==> src/hdl/ptc_pkg.sv <==
/*
 * Shared constants and types of the periodic timer capture/compare block.
 * Assumes a byte-wide register port; all offsets below are byte addresses.
 */
package ptc_pkg;

    localparam int PTC_AW = 4;
    localparam int PTC_DW = 8;
    localparam int PTC_MAX_W = 16;

    // Register offsets
    localparam logic [PTC_AW-1:0] OFS_RUN = 4'h0;
    localparam logic [PTC_AW-1:0] OFS_CTRL1 = 4'h1;
    localparam logic [PTC_AW-1:0] OFS_CTRL2 = 4'h2;
    localparam logic [PTC_AW-1:0] OFS_CAPB_LO = 4'h3;
    localparam logic [PTC_AW-1:0] OFS_CAPB_HI = 4'h4;
    localparam logic [PTC_AW-1:0] OFS_CNT_LO = 4'h5;
    localparam logic [PTC_AW-1:0] OFS_CNT_HI = 4'h6;
    localparam logic [PTC_AW-1:0] OFS_CMPA_LO = 4'h7;
    localparam logic [PTC_AW-1:0] OFS_CMPA_HI = 4'h8;
    localparam logic [PTC_AW-1:0] OFS_PER_LO = 4'h9;
    localparam logic [PTC_AW-1:0] OFS_PER_HI = 4'ha;

    // Field positions
    localparam int RUN_BIT = 0;
    localparam int MODE_LSB = 6;
    localparam int IO_LSB = 4;
    localparam int OC_BIT = 3;
    localparam int POL_BIT = 2;
    localparam int CAPTS_BIT = 1;
    localparam int CCLR_BIT = 0;
    localparam int TCLR_LSB = 1;
    localparam int VLF_BIT = 0;

    // Reset values
    localparam logic [7:0] BYTE_RST = 8'h00;
    localparam logic [15:0] WORD_RST = 16'h0000;

    // Operating modes
    localparam logic [1:0] MODE_CMP = 2'h0;
    localparam logic [1:0] MODE_CAP = 2'h1;
    localparam logic [1:0] MODE_PWM = 2'h2;
    localparam logic [1:0] MODE_TC = 2'h3;

    // Pin function codes, compare / PWM / capture meanings
    localparam logic [1:0] IO_NONE = 2'h0;
    localparam logic [1:0] IO_LOW = 2'h1;
    localparam logic [1:0] IO_HIGH = 2'h2;
    localparam logic [1:0] IO_TOGGLE = 2'h3;
    localparam logic [1:0] IO_INACTIVE = 2'h0;
    localparam logic [1:0] IO_ACTIVE = 2'h1;
    localparam logic [1:0] IO_PWM = 2'h2;
    localparam logic [1:0] IO_PULSE = 2'h3;
    localparam logic [1:0] IO_CAP_RISE = 2'h0;
    localparam logic [1:0] IO_CAP_FALL = 2'h1;
    localparam logic [1:0] IO_CAP_BOTH = 2'h2;
    localparam logic [1:0] IO_CAP_OFF = 2'h3;

    // Capture clear conditions
    localparam logic [1:0] TCLR_P_ONLY = 2'h0;

    typedef struct packed {
        logic [PTC_AW-1:0] addr;
        logic [PTC_DW-1:0] wdata;
        logic wr;
        logic rd;
    } ptc_bus_req_type;

    typedef struct packed {
        logic run;
        logic run_d;
        logic [1:0] mode;
        logic [1:0] io;
        logic oc;
        logic pol;
        logic capts;
        logic cclr;
        logic [1:0] tclr;
        logic vlf;
        logic [15:0] compare_a_value;
        logic [15:0] second_capture_value;
        logic [15:0] period_compare_value;
        logic [15:0] count;
        logic out_lvl;
        logic pin_s1;
        logic pin_s2;
        logic ext_s1;
        logic ext_s2;
        logic src_prev;
        logic a_evt;
        logic p_evt;
        logic [7:0] rdata;
    } ptc_state_type;

endpackage

==> src/hdl/ptc_timer.sv <==
/*
 * Periodic timer with comparators A and P, output pin control, capture
 * input and counter readback, reached over a byte-wide register port.
 * Assumes the capture and external clock pins are asynchronous and the
 * register master keeps one-cycle strobes, never both at once.
 */
// The placing of the registers and the address-and-strobe port were decided locally.
`timescale 1ns/1ps

// Operation
// - pin function bits pick capture edge
// - compare mode: level bit sets initial level
// - PWM mode: level bit sets active polarity
// - single pulse: level bit driven at run rise
// - level bit inert in timer/counter mode
// - invert bit flips output pin
// - source bit: capture pin or clock pin
// - clear select 1 clears on A match
// - clear select 0: P match or overflow
// - clear select ignored in other modes
// - capture clear field adds edge clears
// - read-only flag tells latching edge
// - unimplemented bits read zero
// - second capture register, two writable bytes
// - counter readable as low/high bytes
// - compare A writable as low/high bytes
// - mode field selects operating mode
// - compare A match drives pin per function
// - dual edge: falling to A, rising to B
module ptc_timer
    import ptc_pkg::*;
#(
    parameter int CNT_W = 16,
    parameter bit HAS_CAPB = 1'b1
) (
    // Clock, reset, enable
    input wire logic ref_clk,
    input wire logic reset_n,
    input wire logic clk_en,
    // Register port
    input wire ptc_bus_req_type bus_req,
    output logic [PTC_DW-1:0] rd_data,
    // Pins
    input wire logic capture_input_pin,
    input wire logic external_clock_pin,
    output logic timer_output_pin_o,
    output logic timer_output_pin_oe,
    // Match events
    output logic compare_a_match,
    output logic period_match
);

    localparam logic [15:0] CNT_MASK = 16'((32'h1 << CNT_W) - 32'h1);

    ptc_state_type s_reg;
    ptc_state_type s_next;

    logic src_now;
    logic rise_e;
    logic fall_e;
    logic run_rise;
    logic a_hit;
    logic p_hit;
    logic cap_on;
    logic want_r;
    logic want_f;

    function automatic logic [15:0] fit(input logic [15:0] v);
        fit = v & CNT_MASK;
    endfunction

    function automatic logic [7:0] hi_byte(input logic [15:0] v);
        logic [15:0] m;
        m = fit(v);
        hi_byte = m[15:8];
    endfunction

    function automatic logic [15:0] put_lo(input logic [15:0] v, input logic [7:0] b);
        put_lo = fit({v[15:8], b});
    endfunction

    function automatic logic [15:0] put_hi(input logic [15:0] v, input logic [7:0] b);
        put_hi = fit({b, v[7:0]});
    endfunction

    // Capture source and edges after synchronisers
    assign src_now = s_reg.capts ? s_reg.ext_s2 : s_reg.pin_s2;
    assign rise_e = src_now & ~s_reg.src_prev;
    assign fall_e = ~src_now & s_reg.src_prev;
    assign run_rise = s_reg.run & ~s_reg.run_d;

    // Comparators; a zero compare value never matches
    assign a_hit = s_reg.run && s_reg.compare_a_value != WORD_RST && s_reg.count == s_reg.compare_a_value;
    assign p_hit = s_reg.run && s_reg.period_compare_value != WORD_RST && s_reg.count == s_reg.period_compare_value;

    assign cap_on = s_reg.mode == MODE_CAP && s_reg.run;
    assign want_r = s_reg.io == IO_CAP_RISE || s_reg.io == IO_CAP_BOTH;
    assign want_f = s_reg.io == IO_CAP_FALL || s_reg.io == IO_CAP_BOTH;

    always_comb begin
        logic clr;
        logic dual;
        clr = 1'b0;
        dual = HAS_CAPB && s_reg.tclr != TCLR_P_ONLY;
        s_next = s_reg;
        s_next.a_evt = 1'b0;
        s_next.p_evt = 1'b0;
        s_next.rdata = BYTE_RST;
        s_next.run_d = s_reg.run;
        s_next.pin_s1 = capture_input_pin;
        s_next.pin_s2 = s_reg.pin_s1;
        s_next.ext_s1 = external_clock_pin;
        s_next.ext_s2 = s_reg.ext_s1;
        s_next.src_prev = src_now;

        // Register writes
        if (bus_req.wr) begin
            case (bus_req.addr)
                OFS_RUN: s_next.run = bus_req.wdata[RUN_BIT];
                OFS_CTRL1: begin
                    s_next.mode = bus_req.wdata[MODE_LSB +: 2];
                    s_next.io = bus_req.wdata[IO_LSB +: 2];
                    s_next.oc = bus_req.wdata[OC_BIT];
                    s_next.pol = bus_req.wdata[POL_BIT];
                    s_next.capts = bus_req.wdata[CAPTS_BIT];
                    s_next.cclr = bus_req.wdata[CCLR_BIT];
                end
                OFS_CTRL2: begin
                    if (HAS_CAPB) begin
                        s_next.tclr = bus_req.wdata[TCLR_LSB +: 2];
                    end
                end
                OFS_CAPB_LO: begin
                    if (HAS_CAPB) begin
                        s_next.second_capture_value = {s_reg.second_capture_value[15:8], bus_req.wdata};
                    end
                end
                OFS_CAPB_HI: begin
                    if (HAS_CAPB) begin
                        s_next.second_capture_value = {bus_req.wdata, s_reg.second_capture_value[7:0]};
                    end
                end
                OFS_CMPA_LO: s_next.compare_a_value = put_lo(s_reg.compare_a_value, bus_req.wdata);
                OFS_CMPA_HI: s_next.compare_a_value = put_hi(s_reg.compare_a_value, bus_req.wdata);
                OFS_PER_LO: s_next.period_compare_value = put_lo(s_reg.period_compare_value, bus_req.wdata);
                OFS_PER_HI: s_next.period_compare_value = put_hi(s_reg.period_compare_value, bus_req.wdata);
                default: ;
            endcase
        end

        // Register reads, shown the cycle after the strobe
        if (bus_req.rd) begin
            case (bus_req.addr)
                OFS_RUN: s_next.rdata = {7'h00, s_reg.run};
                OFS_CTRL1: s_next.rdata = {s_reg.mode, s_reg.io, s_reg.oc, s_reg.pol,
                    s_reg.capts, s_reg.cclr};
                OFS_CTRL2: s_next.rdata = HAS_CAPB ? {5'h00, s_reg.tclr, s_reg.vlf}
                    : BYTE_RST;
                OFS_CAPB_LO: s_next.rdata = HAS_CAPB ? s_reg.second_capture_value[7:0] : BYTE_RST;
                OFS_CAPB_HI: s_next.rdata = HAS_CAPB ? s_reg.second_capture_value[15:8] : BYTE_RST;
                OFS_CNT_LO: s_next.rdata = s_reg.count[7:0];
                OFS_CNT_HI: s_next.rdata = hi_byte(s_reg.count);
                OFS_CMPA_LO: s_next.rdata = s_reg.compare_a_value[7:0];
                OFS_CMPA_HI: s_next.rdata = hi_byte(s_reg.compare_a_value);
                OFS_PER_LO: s_next.rdata = s_reg.period_compare_value[7:0];
                OFS_PER_HI: s_next.rdata = hi_byte(s_reg.period_compare_value);
                default: s_next.rdata = BYTE_RST;
            endcase
        end

        // Mode-dependent clearing, output and capture
        case (s_reg.mode)
            MODE_CMP, MODE_TC: begin
                clr = s_reg.cclr ? a_hit : p_hit;
                s_next.a_evt = a_hit;
                s_next.p_evt = p_hit && !s_reg.cclr;
                if (s_reg.mode == MODE_CMP) begin
                    if (run_rise) begin
                        s_next.out_lvl = s_reg.oc;
                    end else if (a_hit) begin
                        case (s_reg.io)
                            IO_LOW: s_next.out_lvl = 1'b0;
                            IO_HIGH: s_next.out_lvl = 1'b1;
                            IO_TOGGLE: s_next.out_lvl = ~s_reg.out_lvl;
                            default: ;
                        endcase
                    end
                end
            end
            MODE_PWM: begin
                clr = p_hit;
                s_next.a_evt = a_hit;
                s_next.p_evt = p_hit;
                case (s_reg.io)
                    IO_INACTIVE: s_next.out_lvl = ~s_reg.oc;
                    IO_ACTIVE: s_next.out_lvl = s_reg.oc;
                    IO_PWM: s_next.out_lvl = (s_reg.count < s_reg.compare_a_value) ? s_reg.oc
                        : ~s_reg.oc;
                    IO_PULSE: begin
                        if (run_rise) begin
                            s_next.out_lvl = s_reg.oc;
                        end else if (a_hit) begin
                            s_next.out_lvl = ~s_reg.oc;
                        end
                    end
                    default: ;
                endcase
            end
            MODE_CAP: begin
                clr = p_hit;
                s_next.p_evt = p_hit;
                if (cap_on && s_reg.io != IO_CAP_OFF) begin
                    if (rise_e && want_r) begin
                        if (dual) begin
                            s_next.second_capture_value = s_reg.count;
                            s_next.vlf = 1'b1;
                        end else begin
                            s_next.compare_a_value = s_reg.count;
                        end
                        s_next.a_evt = 1'b1;
                    end
                    if (fall_e && want_f) begin
                        s_next.compare_a_value = s_reg.count;
                        if (dual) begin
                            s_next.vlf = 1'b0;
                        end
                        s_next.a_evt = 1'b1;
                    end
                end
                if (cap_on && HAS_CAPB) begin
                    if ((rise_e && s_reg.tclr[0]) || (fall_e && s_reg.tclr[1])) begin
                        clr = 1'b1;
                    end
                end
            end
            default: ;
        endcase

        // Counter; wrap at the width mask gives the overflow clear
        if (run_rise) begin
            s_next.count = WORD_RST;
        end else if (s_reg.run) begin
            s_next.count = clr ? WORD_RST : fit(s_reg.count + 16'h0001);
        end
    end

    always_ff @(posedge ref_clk or negedge reset_n) begin
        if (!reset_n) begin
            s_reg <= '0;
        end else if (clk_en) begin
            s_reg <= s_next;
        end
    end

    assign rd_data = s_reg.rdata;
    assign timer_output_pin_o = s_reg.out_lvl ^ s_reg.pol;
    assign timer_output_pin_oe = s_reg.run && s_reg.mode != MODE_TC;
    assign compare_a_match = s_reg.a_evt;
    assign period_match = s_reg.p_evt;
endmodule // ptc_timer

==> config.mk <==
export PLATFORM = sky130hd
export DESIGN_NAME = ptc_timer
export DESIGN_NICKNAME = d
export VERILOG_FILES = /design/src/hdl/ptc_pkg.sv /design/src/hdl/ptc_timer.sv
export SDC_FILE = /design/constraint.sdc
export NUM_CORES = 1
export LEC_CHECK = 0
export ABC_AREA = 1
export BUFFER_PORTS_ARGS = -buffer_cell sky130_fd_sc_hd__buf_2
export CORE_MARGIN = 2
export CORE_UTILIZATION = 62
export DETAILED_ROUTE_END_ITERATION = 6
export GPL_TIMING_DRIVEN = 1
export HOLD_SLACK_MARGIN = 0.12
export PLACE_DENSITY = 0.92
export SYNTH_ARGS = -nofsm -noshare
export SYNTH_HDL_FRONTEND = slang
export SYNTH_SLANG_ARGS = --single-unit
==> constraint.sdc <==
create_clock -name ref_clk -period 2.3 [get_ports ref_clk]
set_input_delay 0.23 -clock ref_clk [delete_from_list [all_inputs] [get_ports ref_clk]]
set_output_delay 0.23 -clock ref_clk [all_outputs]
set_load 0.1 [all_outputs]
==> run metrics, run 1 <==
Synth area leaders=dfrtp_1 (39%), nand2_1 (8.2%), inv_1 (7.0%); CP most frequent cell=nand2_1; #FFs+latches synth=between 90 and 100; site row count=35; Cells after Synth=776; Nets=860; reg2reg setup slack=around 0.18 ns; power density over cell area=roughly 750 nW/um2; first-pass detailed-route iteration total=6; Worst Hold End=s_reg[43]$_DFFE_PN0P_; Synth Flop Type=dfrtp_1; Syn. warnings=0; r2r startpoint=s_reg[30]$_DFFE_PN0P_; HP Class=in -> reg; TritonCTS clock tree=yes; worst skew pair latency=around 0.38 ns; CP cell instances=ha_1 > nand2_1 > nor2_1 > nand2_1 > nor3_2 > nand3_2 > nor2_1 > nor2_2 > nand2_1 > buf_12 > o21ai_0; Max Slew Vio Count=0; Crit. End Element=flop; ys async rst share=100%; global-route wire length before repair=about 32000 um; Worst VDD drop=~0.46 mV; die area=10500 um2; antenna-violating nets left=0; Final Wtd Congestion=1.05; clk sinks=93; critical path arrival=roughly 2.4 ns; RSZ-0062 raised after global routing=false; clk buf depth=2; sequential area share after synthesis=between 30% and 40%; total gr overflow=0; DRC Markers=0; CP required=around 2.5 ns; status=finished clean; ant diodes=0; Setup violations, final=0; Yosys top cell by area=dfrtp_1; Worst-Margin Slew=between 0.5 and 0.6 ns; initial antenna violation count=0; hold_sp=bus_req[5]; FF-to-FF End=s_reg[19]$_DFFE_PN0P_; critical path launch point type=flop; Tot GR Track Use=roughly two fifths; slowest CP cell=dfrtp_1; core area=9330 um2; dpl cell area=6380 um2; total of max-cap violations=0; DP HPWL=roughly 16000 um; CP delay by family, top=simple AND/OR/NAND/NOR gates; Clock Pin Slew Worst Setup and Hold Paths=approximately 0.11 ns; fillcell total=between 700 and 800; post-route cell area=between 6000 and 7000 um2; routed wire length per instance=between 20 and 25 um; Port Buffer Count=30; Leak=between 3 and 4 nW; Setup CP Type=reg -> reg; area share of the largest cell type after synthesis=38.6%; fin crit period=approximately 2.1 ns; synth-to-layout area growth=9.78%; Worst path depth=11; Synth cell types=44; Die H=around 100 um; worst clock skew=~0.014 ns; I/O pin cnt=31; final worst-path cycle share=between 90% and 100%; critical path's largest stage delay=roughly 0.48 ns; Die Width=between 100 and 150 um; Max FO, Critical Path=11; syn_nets=between 800 and 900; routed vias=a little over 6000; DR iter-0 viols=771; max reg flops=80; Worst Reg-to-Reg Cells=11; Starting Density=between 60 and 70%; Final Hold Viols=0; CTS HTree Levels=3; worst relative slew slack=about 62%; post-CTS setup buffer count=0; Hold Crit Depth=3; CTS Buf Count=9; pin count of the biggest net entering global routing=54; vias in the first global route=between 5000 and 6000; maximum clock rate=approximately 0.47 GHz; layout cell share with drive strength beyond 1=~14%; Post-synth EDFFs=0; setup tns final=0 ns; via/cell ratio=6.49; post-synthesis instance area=6030 um2; Post-Syn Area per Cell=7.77 um2; Root Buffer=clkbuf_8; final wirelength=20600 um; Worst Path Buf+Inv=1
## metal layers
layer	wire length, um	up-vias	GRT usage [%]	part of all wire, %
met5	0	-	0	0
met4	1010	0	20.2	4.9
met3	2450	83	6.98	12
met1	8400	2873	59.3	41
met2	8710	458	58.3	42
li1	-	2743	-	-
## report_power, final
part	leakage (nW)	switching (mW)	internal [mW]
combinational	1.89	1.17	0.541
sequential	1.19	0.236	1.92
clock	0.0958	0.686	0.424
total	3.17	2.09	2.88
## metrics by stage
stage	setup WS (ns)	utilization, %	hold slack, ns	total power, mW	std cells
detailed placement	0.121	68.4	0.238	3.82	930
floorplan	0.209	-	-0.0656	3.27	776
global route	0.0236	70.9	0.191	5.21	949
CTS	0.0938	70.8	0.178	4.90	949
finish	0.182	70.9	0.182	4.97	949
global placement	0.261	68.4	0.235	3.78	930
## cell usage after synthesis (8+ instances only)
cell type / count
a21oi_1: 48
clkbuf_1: 11
a22oi_1: 8
nand3_1: 35
dfrtp_1: 93
xor2_1: 10
ha_1: 26
o22ai_1: 41
nand4_1: 23
o221ai_1: 10
nor2_1: 36
buf_4: 10
o21ai_0: 82
o21ai_1: 12
nand2_1: 131
nor3_1: 8
inv_1: 112
## kinds of logic (layout without fill, tap and decap cells)
family	after synthesis	count (layout)	synth area share [%]
xor gates and xnor gates	14	14	2.03
DFF	93	93	38.6
and+or+nand+nor	258	258	19.7
adders and majority gates	26	26	5.40
buffers and inverters	156	200	11.0
AOI/OAI and AO/OA	229	229	23.2
## tightest hold or removal path, stage by stage
cell	delay (ns)
buf_2	0.15
inv_1	0.07
o21ai_0	0.08
## cells in the final DEF (no fill, tap or decap), types with 2 or more instances in the layout
master	count
nor2_4	3
dfrtp_1	93
xor2_1	10
o211ai_2	3
a22oi_1	8
buf_12	2
clkbuf_8	9
buf_2	29
o211ai_1	2
o21ai_2	4
o31ai_1	2
ha_1	26
nand2_1	131
xnor2_1	4
nor2_2	4
nor2_1	36
nor3_4	2
o22ai_2	6
nand3_2	3
a22o_1	4
inv_2	7
o221ai_1	10
nand4_1	23
clkinv_4	2
inv_1	112
dlygate4sd3_1	3
o21ai_0	82
a211oi_1	2
buf_4	30
inv_8	3
a21oi_1	48
nand2_2	5
o21ai_1	12
nor4_1	7
o22ai_1	41
nand3_1	34
nor3_1	7
## final cells by class
cell class	instances	area (um2)	share of cell area, %
Tap cell	129	161	2.44
Sequential cell	93	2330	35.2
Multi-Input combinational cell	527	3040	46.0
Clock inverter	7	67.6	1.02
Clock buffer	9	124	1.87
Timing Repair Buffer	64	440	6.66
Inverter	120	452	6.83
## worst max-delay path by stage
stage                           from                    end  slack (ns)
6_report       s_reg[30]$_DFFE_PN0P_  s_reg[19]$_DFFE_PN0P_        0.18
5_1_grt        s_reg[79]$_DFFE_PN0P_  s_reg[19]$_DFFE_PN0P_        0.02
4_1_cts        s_reg[30]$_DFFE_PN0P_  s_reg[19]$_DFFE_PN0P_        0.09
3_5_place_dp   s_reg[30]$_DFFE_PN0P_  s_reg[19]$_DFFE_PN0P_        0.12
3_3_place_gp   s_reg[30]$_DFFE_PN0P_  s_reg[18]$_DFFE_PN0P_        0.26
2_1_floorplan  s_reg[89]$_DFFE_PN0P_    timer_output_pin_oe        0.21
## timing repair
| action | in CTS | in global routing |
|---|---|---|
| hold endpoints to repair | 42 | 0 |
| hold buffers | 3 | 0 |
| resized for setup | 0 | 2 |
| setup endpoints to repair | 0 | 13 |
Power figures use the tool's default switching activity.
==> inputs of run 2 (changes only) <==
Settings changed: CORE_UTILIZATION 62 to 64, CTS_BUF_LIST set to sky130_fd_sc_hd__clkbuf_4, PLACE_DENSITY 0.92 to 0.94, SLEW_MARGIN set to 25.
==> run metrics, run 2 (same netlist as run 1, synthesis figures left out) <==
status=finished clean; met1 Use GR=58.4% (-0.83 points); Die Width=101 um (-1.5%); global-route wire length before repair=31700 um (about the same); Max Slew Vio Count=0 (unchanged); total of max-cap violations=0 (unchanged); Net Switching=2.08 mW (-0.61%); RSZ-0062 raised after global routing=false; DP HPWL=15500 um (-0.47%); Crit. End Element=flop; HP Class=in -> reg; Final Wtd Congestion=1.04 (-0.33%); Die H=101 um (-1.5%); core area=9200 um2 (-1.4%); Setup violations, final=0 (unchanged); switching share of power=43.4% (+1.3 points); Core Util, Final=71.3% (+0.43 points); Max FO, Critical Path=16 (+5); critical path arrival=2.50 ns (+0.14 ns); Worst Hold End=s_reg[32]$_DFFE_PN0P_; most common cell after layout, fill and taps aside=nand2_1; die area=10200 um2 (-3.0%); worst relative slew slack=59.3% (-3.2 points); clk buf depth=2 (unchanged); maximum clock rate=0.460 GHz (-2.6%); CTS HTree Levels=3 (unchanged); final wirelength=20900 um (+1.7%); Hold Crit Depth=3 (unchanged); Starting Density=65.5% (+0.92 points); max reg flops=80 (unchanged); commonest cells after routing, fill and taps aside=nand2_1 (131), inv_1 (112), dfrtp_1 (93), o21ai_0 (82), a21oi_1 (48); critical path launch point type=flop; Worst Reg-to-Reg Cells=9 (-2); worst clock skew=0.0317 ns (+0.0173 ns); clock group share of total power=18.9% (-3.4 points); synth-to-layout area growth=8.89%; pin count of the biggest net entering global routing=94 (+74%); vias in the first global route=5811 (+3.4%); clk sinks=93 (unchanged); Setup CP Type=reg -> reg; antenna-violating nets left=0 (unchanged); DRC Markers=0 (unchanged); met3 Resource Use GR=9.99% (+3.0 points); Port Buffer Count=30 (unchanged); r2r startpoint=s_reg[87]$_DFFE_PN0P_; worst skew pair latency=0.45 ns (+0.07 ns); initial antenna violation count=2 (+2); Worst VDD drop=0.433 mV (-5.0%); Tot GR Track Use=41.9% (+1.3 points); GR Util met2=61.0% (+2.7 points); Root Buffer=clkbuf_4; DR iter-0 viols=858 (+11%); CP required=2.63 ns (+0.09 ns); via/cell ratio=6.67 (+2.8%); layout cell share with drive strength beyond 1=13.7% (-0.66 points); Worst-Margin Slew=0.611 ns (+0.0482 ns); fin crit period=2.17 ns (+0.0565 ns); Nets=863 (+0.35%); Sequential Power Share=45.5% (+2.2 points); setup tns final=0 ns (unchanged); gr busiest metal=met2; Leak=3.16 nW (-0.48%); total gr overflow=0 (unchanged); CTS Buf Count=9 (unchanged); I/O pin cnt=31 (unchanged); combinational power share=35.6% (+1.2 points); overall power=4.79 mW (-3.7%); routed vias=6238 (+1.3%); CTS resizes=0 (unchanged); FF-to-FF End=s_reg[75]$_DFFE_PN0P_; reg2reg setup slack=0.13 ns (-0.06 ns); final worst-path cycle share=94.6% (+2.5 points); site row count=35 (unchanged); first-pass detailed-route iteration total=5 (-1); routed wire length per instance=22.4 um (+3.2%); TritonCTS clock tree=yes; Final Hold Viols=0 (unchanged); Clock Pin Slew Worst Setup and Hold Paths=0.18 ns (+0.07 ns); Int Power=2.71 mW (-5.9%); power density over cell area=730 nW/um2 (-2.9%); hold_sp=bus_req[2]
[run 2: changes by cell type in the layout (fill, tap and decap cells not counted), sizes merged]
cell and delta:
dlygate4sd3 +6, buf -3, clkinv -1, inv +1
diode +1
[run 2: per-stage QoR]
step / instance area, um2 / worst slack (ns) / std cells / hold WS, ns
4_1_cts: 6540 / 0.158 / 932 / 0.122
3_3_place_gp: 6320 / 0.275 / 907 / 0.311
2_1_floorplan: 6030 / 0.209 / 776 / -0.0656
6_report: 6560 / 0.125 / 935 / 0.147
5_1_grt: 6560 / 0.0272 / 934 / 0.150
3_5_place_dp: 6320 / 0.177 / 907 / 0.323
[run 2: power groups by stage]
stage	clock (mW)	combinational, mW	sequential (mW)
after floorplan	0	1.15	2.12
after global placement	0	1.58	2.18
after detailed placement	0	1.63	2.19
after CTS	0.908	1.65	2.16
after global routing	0.960	1.84	2.19
final	0.908	1.70	2.18
[run 2: how the worst max path moves through the flow]
stage          depth (start not counted)                    end                   from  slack (ns)
2_1_floorplan                          2    timer_output_pin_oe  s_reg[89]$_DFFE_PN0P_        0.21
3_3_place_gp                           9  s_reg[62]$_DFFE_PN0P_  s_reg[90]$_DFFE_PN0P_        0.28
3_5_place_dp                          12  s_reg[19]$_DFFE_PN0P_  s_reg[75]$_DFFE_PN0P_        0.18
4_1_cts                               12  s_reg[19]$_DFFE_PN0P_  s_reg[75]$_DFFE_PN0P_        0.16
5_1_grt                                9  s_reg[59]$_DFFE_PN0P_  s_reg[90]$_DFFE_PN0P_        0.03
6_report                               9  s_reg[75]$_DFFE_PN0P_  s_reg[87]$_DFFE_PN0P_        0.13
[run 2: final cells by class]
type / count / area [um2]
Multi-Input combinational cell: 527 / 3030
Fill cell: 759 / 2640
Sequential cell: 93 / 2330
Timing Repair Buffer: 67 / 478
Inverter: 120 / 452
Tap cell: 111 / 139
Clock buffer: 9 / 67.6
Clock inverter: 7 / 62.6
Antenna cell: 1 / 2.50
[run 2: what timing repair did]
action | 4_1_cts | 5_1_grt
hold buffers | 9 | 0
endpoints found under the hold margin | 108 | 0
buffers inserted | 0 | 2
endpoints found under the setup margin | 0 | 1
[run 2: per-layer routing]
metal / wire, um / part of all wire (%) / vias up
met5: 17 / 0.081 / -
met4: 1310 / 6.2 / 2
li1: - / - / 2742
met3: 2710 / 13 / 105
met1: 7930 / 38 / 2919
met2: 8970 / 43 / 470
[run 2: worst max-delay path, cell delays in order, from the launching register on]
cell and delay (ns):
dfrtp_1 0.54, inv_1 0.15, ha_1 0.35, nand3_1 0.14
nand2_1 0.17, nand3_2 0.16, inv_2 0.24, a21oi_1 0.09
o21ai_0 0.09, o21ai_0 0.12
